===== config.mk =====
export PLATFORM = sky130hd
export DESIGN_NAME = dhg_glue
export DESIGN_NICKNAME = d
export VERILOG_FILES = /design/src/rtl/dhg_glue.v
export VERILOG_INCLUDE_DIRS = /design/src /design/src/shared
export SDC_FILE = /design/constraint.sdc
export NUM_CORES = 1
export LEC_CHECK = 0
export BUFFER_PORTS_ARGS = -buffer_cell sky130_fd_sc_hd__buf_4
export CAP_MARGIN = 40
export CORE_ASPECT_RATIO = 1.5
export CORE_UTILIZATION = 25
export CTS_CLUSTER_SIZE = 24
export DETAILED_ROUTE_END_ITERATION = 6
export GPL_TIMING_DRIVEN = 0
export PLACE_DENSITY = 0.45
export SLEW_MARGIN = 20
export SYNTH_ARGS = -nofsm -noshare
export SYNTH_HDL_FRONTEND = slang
export SYNTH_SLANG_ARGS = --single-unit

===== constraint.sdc =====
create_clock -name CLK_SYS_I -period 1.08 [get_ports CLK_SYS_I]
set_input_delay 0.108 -clock CLK_SYS_I [delete_from_list [all_inputs] [get_ports CLK_SYS_I]]
set_output_delay 0.108 -clock CLK_SYS_I [all_outputs]
set_load 0.03 [all_outputs]

===== src/shared/dhg_map.vh =====
`ifndef DHG_MAP_VH
`define DHG_MAP_VH
// read byte framing: bits per byte on the read stream
`define DHG_BITS_PER_BYTE 8
// width of the bit counter inside a byte
`define DHG_BIT_CNT_W 3
// last bit index within a byte
`define DHG_BIT_LAST 3'h7
// timing clock divider half period in system clocks
`define DHG_TCLK_HALF 4'h1
// divider counter width
`define DHG_TCLK_CNT_W 4
// reset levels
`define DHG_TCLK_RST 1'b1
`define DHG_WAIT_RST 1'b0
// delay of the address mark output in read bit times
`define DHG_AM_DELAY 1
`endif

===== src/rtl/dhg_glue.v =====
// Overview of operation
// - falling wait-clear edge drops the wait latch
// - reset sets timing clock, clears wait, mark, strobe
// - select enable low blocks any card select
// - card select is host select and enable
// - timing clock output feeds the drives
// - read clock sampling produces delayed address mark
// - index clear drops latched index until next pulse
// - latched index is index one clock late
// - wait during internal access or unaccepted write
// - one read strobe per byte, framed by mark
`timescale 1ns/10ps
`include "dhg_map.vh"

module dhg_glue #(
  parameter TCLK_HALF = `DHG_TCLK_HALF
)(
  input wire CLK_SYS_I,
  input wire RSTN_I,
  input wire WAIT_CLEAR_A_I,
  input wire WAIT_CLEAR_B_I,
  input wire WAIT_SET_I,
  input wire SELECT_ADDRESS_ENABLE_I,
  input wire HOST_CARD_SELECT_I,
  input wire ADDRESS_MARK_DETECT_IN_I,
  input wire READ_CLOCK_I,
  input wire INDEX_PULSE_I,
  input wire LATCHED_INDEX_CLEAR_I,
  output reg DRIVE_TIMING_CLOCK_OUT_O,
  output reg QUALIFIED_CARD_SELECT_O,
  output reg ADDRESS_MARK_DELAYED_OUT_O,
  output reg LATCHED_INDEX_OUT_O,
  output reg WAIT_O,
  output reg READ_BYTE_STROBE_O
);

  // ************************************************************
  // edge history of inputs
  // ************************************************************
  // number of host lines that may clear the wait latch
  localparam CLR_LINES = 2;
  // framing states: hunting for a mark, or counting bits of a byte
  localparam FR_HUNT = 1'b0;
  localparam FR_BYTE = 1'b1;

  // edge detection, divider, bit count and framing state, and the derived one-cycle events
  wire [CLR_LINES-1:0] wcl_in;
  reg [CLR_LINES-1:0] wcl_q;
  reg rclk_q;
  reg index_q;
  reg [`DHG_TCLK_CNT_W-1:0] tclk_cnt;
  reg [`DHG_BIT_CNT_W-1:0] bit_cnt;
  reg frame_state;
  reg next_frame_state;
  wire [CLR_LINES-1:0] wcl_fell;
  wire wcl_fall;
  wire rclk_rise;
  wire index_rise;
  genvar n;

  // both clear lines share one detector shape, so they are indexed
  assign wcl_in = {WAIT_CLEAR_B_I, WAIT_CLEAR_A_I};
  assign wcl_fall = |wcl_fell;
  assign rclk_rise = READ_CLOCK_I & ~rclk_q;
  assign index_rise = INDEX_PULSE_I & ~index_q;

  // history resets to the idle high level so no false fall follows reset
  generate
    for (n = 0; n < CLR_LINES; n = n + 1)
    begin : g_clr
      always @(posedge CLK_SYS_I)
      begin
        if (!RSTN_I)
          wcl_q[n] <= 1'b1;
        else
          wcl_q[n] <= wcl_in[n];
      end
      assign wcl_fell[n] = wcl_q[n] & ~wcl_in[n];
    end
  endgenerate

  // previous values; inputs are synchronous so one stage suffices
  // limitation: a read clock faster than half the system clock is missed
  always @(posedge CLK_SYS_I)
  begin
    if (!RSTN_I)
    begin
      rclk_q <= 1'b0;
      index_q <= 1'b0;
    end
    else
    begin
      rclk_q <= READ_CLOCK_I;
      index_q <= INDEX_PULSE_I;
    end
  end

  // ************************************************************
  // host side: card select and wait latch
  // ************************************************************
  // card select is registered so the output is glitch free
  always @(posedge CLK_SYS_I)
  begin
    if (!RSTN_I)
      QUALIFIED_CARD_SELECT_O <= 1'b0;
    else
      QUALIFIED_CARD_SELECT_O <= HOST_CARD_SELECT_I & SELECT_ADDRESS_ENABLE_I;
  end

  // wait set by busy request; a clear edge wins so the host is never stuck
  always @(posedge CLK_SYS_I)
  begin
    if (!RSTN_I)
      WAIT_O <= `DHG_WAIT_RST;
    else if (wcl_fall)
      WAIT_O <= 1'b0;
    else if (WAIT_SET_I)
      WAIT_O <= 1'b1;
  end

  // ************************************************************
  // drive side: timing clock, index, address mark, byte strobe
  // ************************************************************
  // timing clock divided down from the system clock
  always @(posedge CLK_SYS_I)
  begin
    if (!RSTN_I)
    begin
      tclk_cnt <= {`DHG_TCLK_CNT_W{1'b0}};
      DRIVE_TIMING_CLOCK_OUT_O <= `DHG_TCLK_RST;
    end
    else if (tclk_cnt >= TCLK_HALF[`DHG_TCLK_CNT_W-1:0] - 4'h1)
    begin
      tclk_cnt <= {`DHG_TCLK_CNT_W{1'b0}};
      DRIVE_TIMING_CLOCK_OUT_O <= ~DRIVE_TIMING_CLOCK_OUT_O;
    end
    else
      tclk_cnt <= tclk_cnt + 4'h1;
  end

  // latched index: a new pulse beats the clear in the same cycle
  always @(posedge CLK_SYS_I)
  begin
    if (!RSTN_I)
      LATCHED_INDEX_OUT_O <= 1'b0;
    else if (index_rise)
      LATCHED_INDEX_OUT_O <= 1'b1;
    else if (LATCHED_INDEX_CLEAR_I)
      LATCHED_INDEX_OUT_O <= 1'b0;
  end

  // mark is resampled on each read clock rise, one bit time late
  always @(posedge CLK_SYS_I)
  begin
    if (!RSTN_I)
      ADDRESS_MARK_DELAYED_OUT_O <= 1'b0;
    else if (rclk_rise)
      ADDRESS_MARK_DELAYED_OUT_O <= ADDRESS_MARK_DETECT_IN_I;
  end

  // ************************************************************
  // byte framing of the read stream
  // ************************************************************
  // read bits before the first mark carry no byte boundary, so the
  // framer hunts until the detector flags a mark, then stays framed;
  // a later mark only restarts the bit count inside the byte
  always @*
  begin
    next_frame_state = frame_state;
    case (frame_state)
      FR_HUNT:
        if (rclk_rise && ADDRESS_MARK_DETECT_IN_I)
          next_frame_state = FR_BYTE;
      FR_BYTE:
        next_frame_state = FR_BYTE;
      default:
        next_frame_state = FR_HUNT;
    endcase
  end

  // framing state register
  always @(posedge CLK_SYS_I)
  begin
    if (!RSTN_I)
      frame_state <= FR_HUNT;
    else
      frame_state <= next_frame_state;
  end

  // bit counter and strobe; strobe lasts one system clock
  // trade-off: the strobe marks the byte end late by the detect cycle,
  // which keeps it aligned with the registered mark output
  always @(posedge CLK_SYS_I)
  begin
    if (!RSTN_I)
    begin
      bit_cnt <= {`DHG_BIT_CNT_W{1'b0}};
      READ_BYTE_STROBE_O <= 1'b0;
    end
    else
    begin
      READ_BYTE_STROBE_O <= 1'b0;
      if (rclk_rise)
      begin
        if (ADDRESS_MARK_DETECT_IN_I)
          bit_cnt <= {`DHG_BIT_CNT_W{1'b0}};
        else if (frame_state == FR_BYTE)
        begin
          bit_cnt <= bit_cnt + 3'h1;
          if (bit_cnt == `DHG_BIT_LAST)
            READ_BYTE_STROBE_O <= 1'b1;
        end
      end
    end
  end

endmodule


==> qor.txt, run 1 <==
Die footprint - 2200 µm²
Syn Nets - 66
Flops & latches, synth - 14
Sequential share of the synthesized area - 55.6%
Final nets - 87
Setup TNS - 0 ns
Vias - 403
Drt first pass iters - 1
Worst reg-to-reg path cell count - 4
Total Routed Length - 880 µm
WP data arrival - 1.18 ns
Worst Max-Slew Pin Slew - 0.173 ns
Fraction of layout cells with a size suffix above 1 - 30.6%
Post-Syn Instances - 53
# IOs - 17
Total leakage power - 0.315 nW
Fmax - 984 MHz
Buf/Inv on CP - 0
Die width - 38.7 µm
Crit path largest cell delay - 0.34 ns
Final Hold Fails - 0
Outcome - complete, no violations
Pwr Total - 0.000945 W
Crit. End Element - flop
DR iter-0 viols - 0
Worst path slowest cell - dfxtp_2
Area Growth Syn to Fin - 33.7%
Global route total overflow - 0
Final period util - 94.1%
# setup viols final - 0
Min Tclk post-route - 1.02 ns
Core area - 1850 µm²
Clock sink count - 14
Final Core Density - 36.4%
Root Buffer - clkbuf_4
Number of global-route vias before repair - 366
Largest net degree at the start of global routing - 11
Worst Setup Start Kind - flop
Die height - 57.0 µm
Critical path depth - 4
N_diodes - 0
Remaining antenna violation count - 0
Max FO, Critical Path - 4
CTS clk-pin slew, worst paths - 0.08 ns
TritonCTS clock tree - built
Post-Syn Area - 504 µm²
Starting Density - 27.2%
Max_cap viols - 0
Delay-heaviest family, CP - adder cells
Total clock buffers created by CTS - 3
Placed inst area - 651 µm²
Worst VDD drop - 808 µV
Hold/Removal Path Class - input pin to flop
Largest cells by area after synthesis - dfxtp_1 56%, ha_1 5.0%, o22ai_1 5.0%
Hold Buf Count CTS - 0
Clk_lat worst skew - 0.28 ns
Cell area after layout - 674 µm²
Most frequent cells in the layout - 16 x buf_4, 13 x dfxtp_1, 6 x nand2_1
Setup Buffers After CTS - 0
Req. time, crit path - 1.25 ns
Unrepaired setup endpoints after global routing - no
P per Cell Area - 1400 nW/µm²
Netlist cell types - 20
Place WS - 0.0625 ns
GR Util All Layers - 9.48%
Yosys top cell area share - 55.6%
Vias per cell - 4.33
Hold path cells - 2
Global-route wire length before repair - 1370 µm
Yosys warns - 0
FP Rows - 19
Cell mode on critical path - ha_1
Crit Path Class - flop to flop
Initial antenna violation count - 0
Setup ws final - 0.0641 ns
IO Port Bufs - 16
H-tree depth - 1
Clk buf depth - 2
Avg Inst Size Synth - 9.51 µm²
WL/cell - 9.46 µm
Final slew viol count - 0
Worst slew margin - 88.4%
Worst path cell trace - ha_1 -> ha_1 -> nand2_1 -> o22ai_1
Top cell type by total area after synthesis - dfxtp_1
DRC - 0
RD Place Congestion - 0.718
Clock Skew - 0.00443 ns
Commonest non-fill, non-tap cell in the layout - buf_4
## power breakdown
group / switching (W) / internal (W) / total, W
registers: 0.0000104 / 0.000538 / 0.000549
clock network: 0.000153 / 0.000129 / 0.000282
logic: 0.0000562 / 0.0000585 / 0.000115
## layer usage
layer	global-route usage (%)	vias up	routed length [µm]
li1	-	215	-
met1	8.93	165	377
met2	14.8	17	399
met3	3.50	6	70
met4	8.87	0	32
met5	0	-	0
## cell type report
class                      count  area [µm²]
buffer                         1        5.00
clock buffer                   3        22.5
fill                         196        1180
inverter                       4        15.0
multi-input combinational     34         204
sequential                    14         282
tap                           21        26.3
timing repair buffer          16         120
## worst paths after layout
check	from	slack, ns	endpoint
min reg2reg	DRIVE_TIMING_CLOCK_OUT_O$_SDFF_PN1_	0.39	DRIVE_TIMING_CLOCK_OUT_O$_SDFF_PN1_
max	bit_cnt[0]$_SDFFE_PN0P_	0.06	bit_cnt[2]$_SDFFE_PN0P_
max reg2reg	bit_cnt[0]$_SDFFE_PN0P_	0.06	bit_cnt[2]$_SDFFE_PN0P_
min	WAIT_CLEAR_B_I	0.02	wcl_q[1]$_SDFF_PN1_
## worst register-to-register path: cells and delay by family (launching register included)
kind | cells | cell delay, ns
AOI/OAI and AO/OA | 1 | 0.06
DFF | 1 | 0.34
adders and majority gates | 2 | 0.45
and+or+nand+nor | 1 | 0.06
## cells in the mapped netlist
library cell and n:
dfxtp_1 14, nand2_1 6, inv_1 4, nor2_1 4, o22ai_1 4, and2_1 3, nand2b_1 3, a21oi_1 2
ha_1 2, a21boi_1 1, and3_1 1, and3b_1 1, clkbuf_2 1, nand3b_1 1, nor2b_1 1, nor3b_1 1
o21a_1 1, o21ai_0 1, or2_2 1, or3_1 1
## stage by stage
| step | instances | hold WS, ns |
|---|---|---|
| after floorplan | 53 | 0.181 |
| after global placement | 90 | 0.302 |
| after detailed placement | 90 | 0.306 |
| after CTS | 93 | 0.0127 |
| after global routing | 93 | 0.0164 |
| final | 93 | 0.0181 |
## state kept, by name, indices dropped and copies added, names as in the netlist
| signal | flops |
|---|---|
| frame_state | 1 |
| QUALIFIED_CARD_SELECT_O | 1 |
| rclk_q | 1 |
| bit_cnt | 3 |
| DRIVE_TIMING_CLOCK_OUT_O | 1 |
| wcl_q | 2 |
| ADDRESS_MARK_DELAYED_OUT_O | 1 |
| index_q | 1 |
| READ_BYTE_STROBE_O | 1 |
| WAIT_O | 1 |
| LATCHED_INDEX_OUT_O | 1 |
## repair_timing
action,CTS,global route
hold endpoints to repair,0,0
resized for setup,0,1
endpoints found under the setup margin,0,1
## cells by family after synthesis
group                      Yosys count  synth area share, %
and+or+nand+nor                     23                 24.6
DFF                                 14                 55.6
AOI/OAI and AO/OA                    9                 10.9
adders and majority gates            2                 4.96
buffers and inverters                5                 3.97
Note: power is estimated with default switching activity, not from simulation.
==> inputs of run 2 (changes only) <==
--- a/config.mk
+++ b/config.mk
@@ -8,12 +8,12 @@
 export LEC_CHECK = 0
 export BUFFER_PORTS_ARGS = -buffer_cell sky130_fd_sc_hd__buf_4
 export CAP_MARGIN = 40
-export CORE_ASPECT_RATIO = 1.5
-export CORE_UTILIZATION = 25
+export CORE_UTILIZATION = 36
 export CTS_CLUSTER_SIZE = 24
 export DETAILED_ROUTE_END_ITERATION = 6
 export GPL_TIMING_DRIVEN = 0
-export PLACE_DENSITY = 0.45
+export PLACE_DENSITY_LB_ADDON = 0.1
+export SKIP_CTS_REPAIR_TIMING = 1
 export SLEW_MARGIN = 20
 export SYNTH_ARGS = -nofsm -noshare
 export SYNTH_HDL_FRONTEND = slang
==> run 2 against run 1 <==
Against the previous run:
- worst setup slack worse by 0.011 ns
- sequential share of layout area is 0.38 points lower
- count of clock-buffer cells in the layout unchanged
- via count is 0.50% higher
- wire length down 4.8%
- global-route usage is 2.9 points higher
- register-to-register slack about the same
- critical path depth unchanged
- fmax down 1.0%
- total power is 0.18% higher
- combinational power about the same
- design area rose by 0.93%
- critical path type unchanged
- largest cell class unchanged
==> qor.txt, run 2 (synthesized netlist as in run 1, its figures left out) <==
Outcome - complete, no violations
Crit. End Element - flop
Clk buf depth - 2
Max FO, Critical Path - 2
Biggest regs - bit_cnt x3, wcl_q x2
Vias - 405
Remaining antenna violation count - 0
Vias per cell - 4.60
DRC - 0
Fmax - 974 MHz
Max reg flops - 3
# setup viols final - 0
Total Routed Length - 838 µm
Global-route wire length before repair - 1240 µm
Number of global-route vias before repair - 281
Hold/Removal Path Class - input pin to flop
Core area - 1300 µm²
Setup TNS - 0 ns
Clock sink count - 14
Max_cap viols - 0
Final Hold Fails - 0
Min Tclk post-route - 1.03 ns
Clock Skew - 0.00144 ns
Total clock buffers created by CTS - 3
Global route total overflow - 0
Area Growth Syn to Fin - 35.0%
Unrepaired setup endpoints after global routing - no
Drt first pass iters - 5
Initial antenna violation count - 0
RD Place Congestion - 0.646
Worst Max-Slew Pin Slew - 0.201 ns
Largest net degree at the start of global routing - 11
Final slew viol count - 0
FP Rows - 13
IO Port Bufs - 16
Worst VDD drop - 553 µV
DR iter-0 viols - 7
Req. time, crit path - 1.24 ns
N_diodes - 0
CTS clk-pin slew, worst paths - 0.08 ns
Starting Density - 38.8%
Worst slew margin - 86.5%
WP data arrival - 1.19 ns
Die height - 39.4 µm
Crit Path Class - flop to flop
Clk_lat worst skew - 0.27 ns
H-tree depth - 1
Fraction of layout cells with a size suffix above 1 - 32.9%
TritonCTS clock tree - built
Register name with the most flops - bit_cnt
WL/cell - 9.52 µm
Commonest non-fill, non-tap cell in the layout - buf_4
Final nets - 88
GR Util All Layers - 12.4%
Final period util - 95.1%
Worst Setup Start Kind - flop
P per Cell Area - 1390 nW/µm²
Total leakage power - 0.322 nW
Most frequent cells in the layout - 17 x buf_4, 13 x dfxtp_1, 6 x nand2_1
# IOs - 17
Place WS - 0.0528 ns
Die width - 39.4 µm
Root Buffer - clkbuf_4
Die footprint - 1550 µm²
Setup ws final - 0.0534 ns
Final hold slack - 0.0213 ns
-- run 2: cell count changes in the layout (fill, tap and decap cells not counted), sizes merged --
cell	previous run	this run
buf	16	17
-- run 2: where the power goes --
part           total, W  internal, W  switching [W]
clock          0.000283     0.000129       0.000154
combinational  0.000117    0.0000599      0.0000566
sequential     0.000548     0.000538     0.00000983
total          0.000947     0.000727       0.000220
-- run 2: path summary, 6_finish.rpt --
check | start | end | slack [ns] | cells past startpoint
setup / recovery | bit_cnt[0]$_SDFFE_PN0P_ | bit_cnt[2]$_SDFFE_PN0P_ | 0.05 | 4
hold / removal | WAIT_CLEAR_A_I | wcl_q[0]$_SDFF_PN1_ | 0.02 | 2
setup reg to reg | bit_cnt[0]$_SDFFE_PN0P_ | bit_cnt[2]$_SDFFE_PN0P_ | 0.05 | 4
hold reg to reg | DRIVE_TIMING_CLOCK_OUT_O$_SDFF_PN1_ | DRIVE_TIMING_CLOCK_OUT_O$_SDFF_PN1_ | 0.38 | 1
-- run 2: cell type report --
| class | instances | area [µm²] |
|---|---|---|
| Tap cell | 15 | 18.8 |
| Inverter | 4 | 15.0 |
| Fill cell | 126 | 621 |
| Sequential cell | 14 | 282 |
| Timing Repair Buffer | 17 | 128 |
| Buffer | 1 | 5.00 |
| Clock buffer | 3 | 22.5 |
| Multi-Input combinational cell | 34 | 210 |
-- run 2: critical path, cell delays in order (launching register included) --
cell     delay, ns
dfxtp_2       0.33
ha_1          0.19
ha_1          0.26
nand2_1       0.07
o22ai_2       0.07
-- run 2: through the flow --
stage	total power (W)	area, µm²	instances	utilization [%]
6_report	0.000947	681	88	52.3
5_1_grt	0.00101	681	88	52.3
4_1_cts	0.000961	666	87	51.2
3_5_place_dp	0.000676	643	84	49.4
3_3_place_gp	0.000674	643	84	49.4
2_1_floorplan	0.000618	504	53	-
-- run 2: routing by layer --
metal	track usage, %	vias to the layer above	share of wire [%]
met5	0	-	0
met4	10.3	0	0.48
met3	3.41	2	5.4
met2	14.8	12	46
met1	17.6	176	48
li1	-	215	-
==> inputs of run 3 (changes only) <==
==> constraint.sdc (replaced) <==
create_clock -name CLK_SYS_I -period 1.1 [get_ports CLK_SYS_I]
set_input_delay 0.11 -clock CLK_SYS_I [delete_from_list [all_inputs] [get_ports CLK_SYS_I]]
set_output_delay 0.11 -clock CLK_SYS_I [all_outputs]
set_load 0.03 [all_outputs]
==> run 3 against run 2 <==
Against the previous run:
- wire length down 1.9%
- clock power is 2% lower
- design area is 1.3% lower
- register-to-register slack barely moved
- critical path type unchanged
- largest power group unchanged
- clock skew down 0.00059 ns
- highest routed layer unchanged
- combinational power shrank 4%
- first-iteration DRC count down 29%
- flip-flop and latch count did not move
- critical path depth did not move
- count of clock-buffer cells in the layout unchanged
- fmax shrank 2.0%
- total power down 2.0%
==> qor.txt, run 3 (synthesized netlist as in run 1, its figures left out) <==
Outcome - complete, no violations
RD Place Congestion - 0.646
Vias - 406
Die width - 39.4 µm
Crit. End Element - flop
FP Rows - 13
Biggest regs - bit_cnt x3, wcl_q x2
Worst path slowest cell - dfxtp_1
Crit Path Class - flop to flop
Starting Density - 38.8%
Commonest non-fill, non-tap cell in the layout - buf_4
Fmax - 954 MHz
Final nets - 87
TritonCTS clock tree - built
Vias per cell - 4.67
H-tree depth - 1
Crit path largest cell delay - 0.34 ns
IO Port Bufs - 16
Max reg flops - 3
Buf/Inv on CP - 0
Number of global-route vias before repair - 281
Min Tclk post-route - 1.05 ns
Initial antenna violation count - 0
CTS clk-pin slew, worst paths - 0.08 ns
Final slew viol count - 0
Total leakage power - 0.317 nW
Total clock buffers created by CTS - 3
Delay-heaviest family, CP - adder cells
Remaining antenna violation count - 0
Worst VDD drop - 545 µV
Final Hold Fails - 0
# setup viols final - 0
Worst path cell trace - ha_1 -> ha_1 -> nand2_1 -> o22ai_2
Root Buffer - clkbuf_4
GR Util All Layers - 12.4%
Fraction of layout cells with a size suffix above 1 - 30.6%
Clk buf depth - 2
# IOs - 17
Clock Skew - 0.000845 ns
Worst Max-Slew Pin Slew - 0.202 ns
WP data arrival - 1.21 ns
Global-route wire length before repair - 1240 µm
Global route total overflow - 0
WL/cell - 9.45 µm
Largest net degree at the start of global routing - 11
Placed inst area - 643 µm²
Die height - 39.4 µm
Cell mode on critical path - ha_1
R2R Setup Slk - 0.05 ns
Setup TNS - 0 ns
Most frequent cells in the layout - 16 x buf_4, 14 x dfxtp_1, 6 x nand2_1
Register name with the most flops - bit_cnt
Hold/Removal Path Class - input pin to flop
Drt first pass iters - 5
Clock sink count - 14
DR iter-0 viols - 5
P per Cell Area - 1380 nW/µm²
Die footprint - 1550 µm²
Core area - 1300 µm²
Unrepaired setup endpoints after global routing - no
N_diodes - 0
Req. time, crit path - 1.26 ns
Worst slew margin - 86.5%
Max_cap viols - 0
DRC - 0
Total Routed Length - 822 µm
Area Growth Syn to Fin - 33.3%
Final period util - 95.3%
Max FO, Critical Path - 4
Worst Setup Start Kind - flop
# fillers - 128
Clk_lat worst skew - 0.27 ns
Cell area after layout - 672 µm²
run 3: path summary, 6_finish.rpt:
| check | cells after the start | to | start |
|---|---|---|---|
| max | 4 | bit_cnt[2]$_SDFFE_PN0P_ | bit_cnt[0]$_SDFFE_PN0P_ |
| min | 2 | wcl_q[0]$_SDFF_PN1_ | WAIT_CLEAR_A_I |
| max reg2reg | 4 | bit_cnt[2]$_SDFFE_PN0P_ | bit_cnt[0]$_SDFFE_PN0P_ |
| min reg2reg | 1 | DRIVE_TIMING_CLOCK_OUT_O$_SDFF_PN1_ | DRIVE_TIMING_CLOCK_OUT_O$_SDFF_PN1_ |
run 3: cell type report:
cell class	instances	area, µm²	area share, %
clock buffer	3	22.5	3.35
inverter	4	15.0	2.23
buffer	1	5.00	0.745
tap	15	18.8	2.79
sequential	14	280	41.7
multi-input combinational	34	210	31.3
timing repair buffer	16	120	17.9
run 3: metal layers:
layer  GRT usage [%]  part of all wire [%]  up-vias
met5               0                     0        -
li1                -                     -      214
met4            10.3                   2.1        0
met3            3.41                   5.0        4
met1            17.6                    48      178
met2            14.8                    45       10
run 3: stage by stage:
stage	hold WS (ns)	std cells	total power, W	util (%)	worst slack [ns]
global placement	0.302	84	0.000662	49.4	0.0840
finish	0.0236	87	0.000928	51.6	0.0521
CTS	0.0165	87	0.000944	51.2	0.0607
floorplan	0.183	53	0.000607	-	0.118
detailed placement	0.306	84	0.000663	49.4	0.0728
global route	0.0240	87	0.000987	51.6	0.00454
run 3: power by group:
part	switching, W	leakage (nW)	internal [W]
clock	0.000151	0.0138	0.000127
sequential	0.00000994	0.115	0.000528
combinational	0.0000548	0.188	0.0000576
total	0.000216	0.317	0.000712
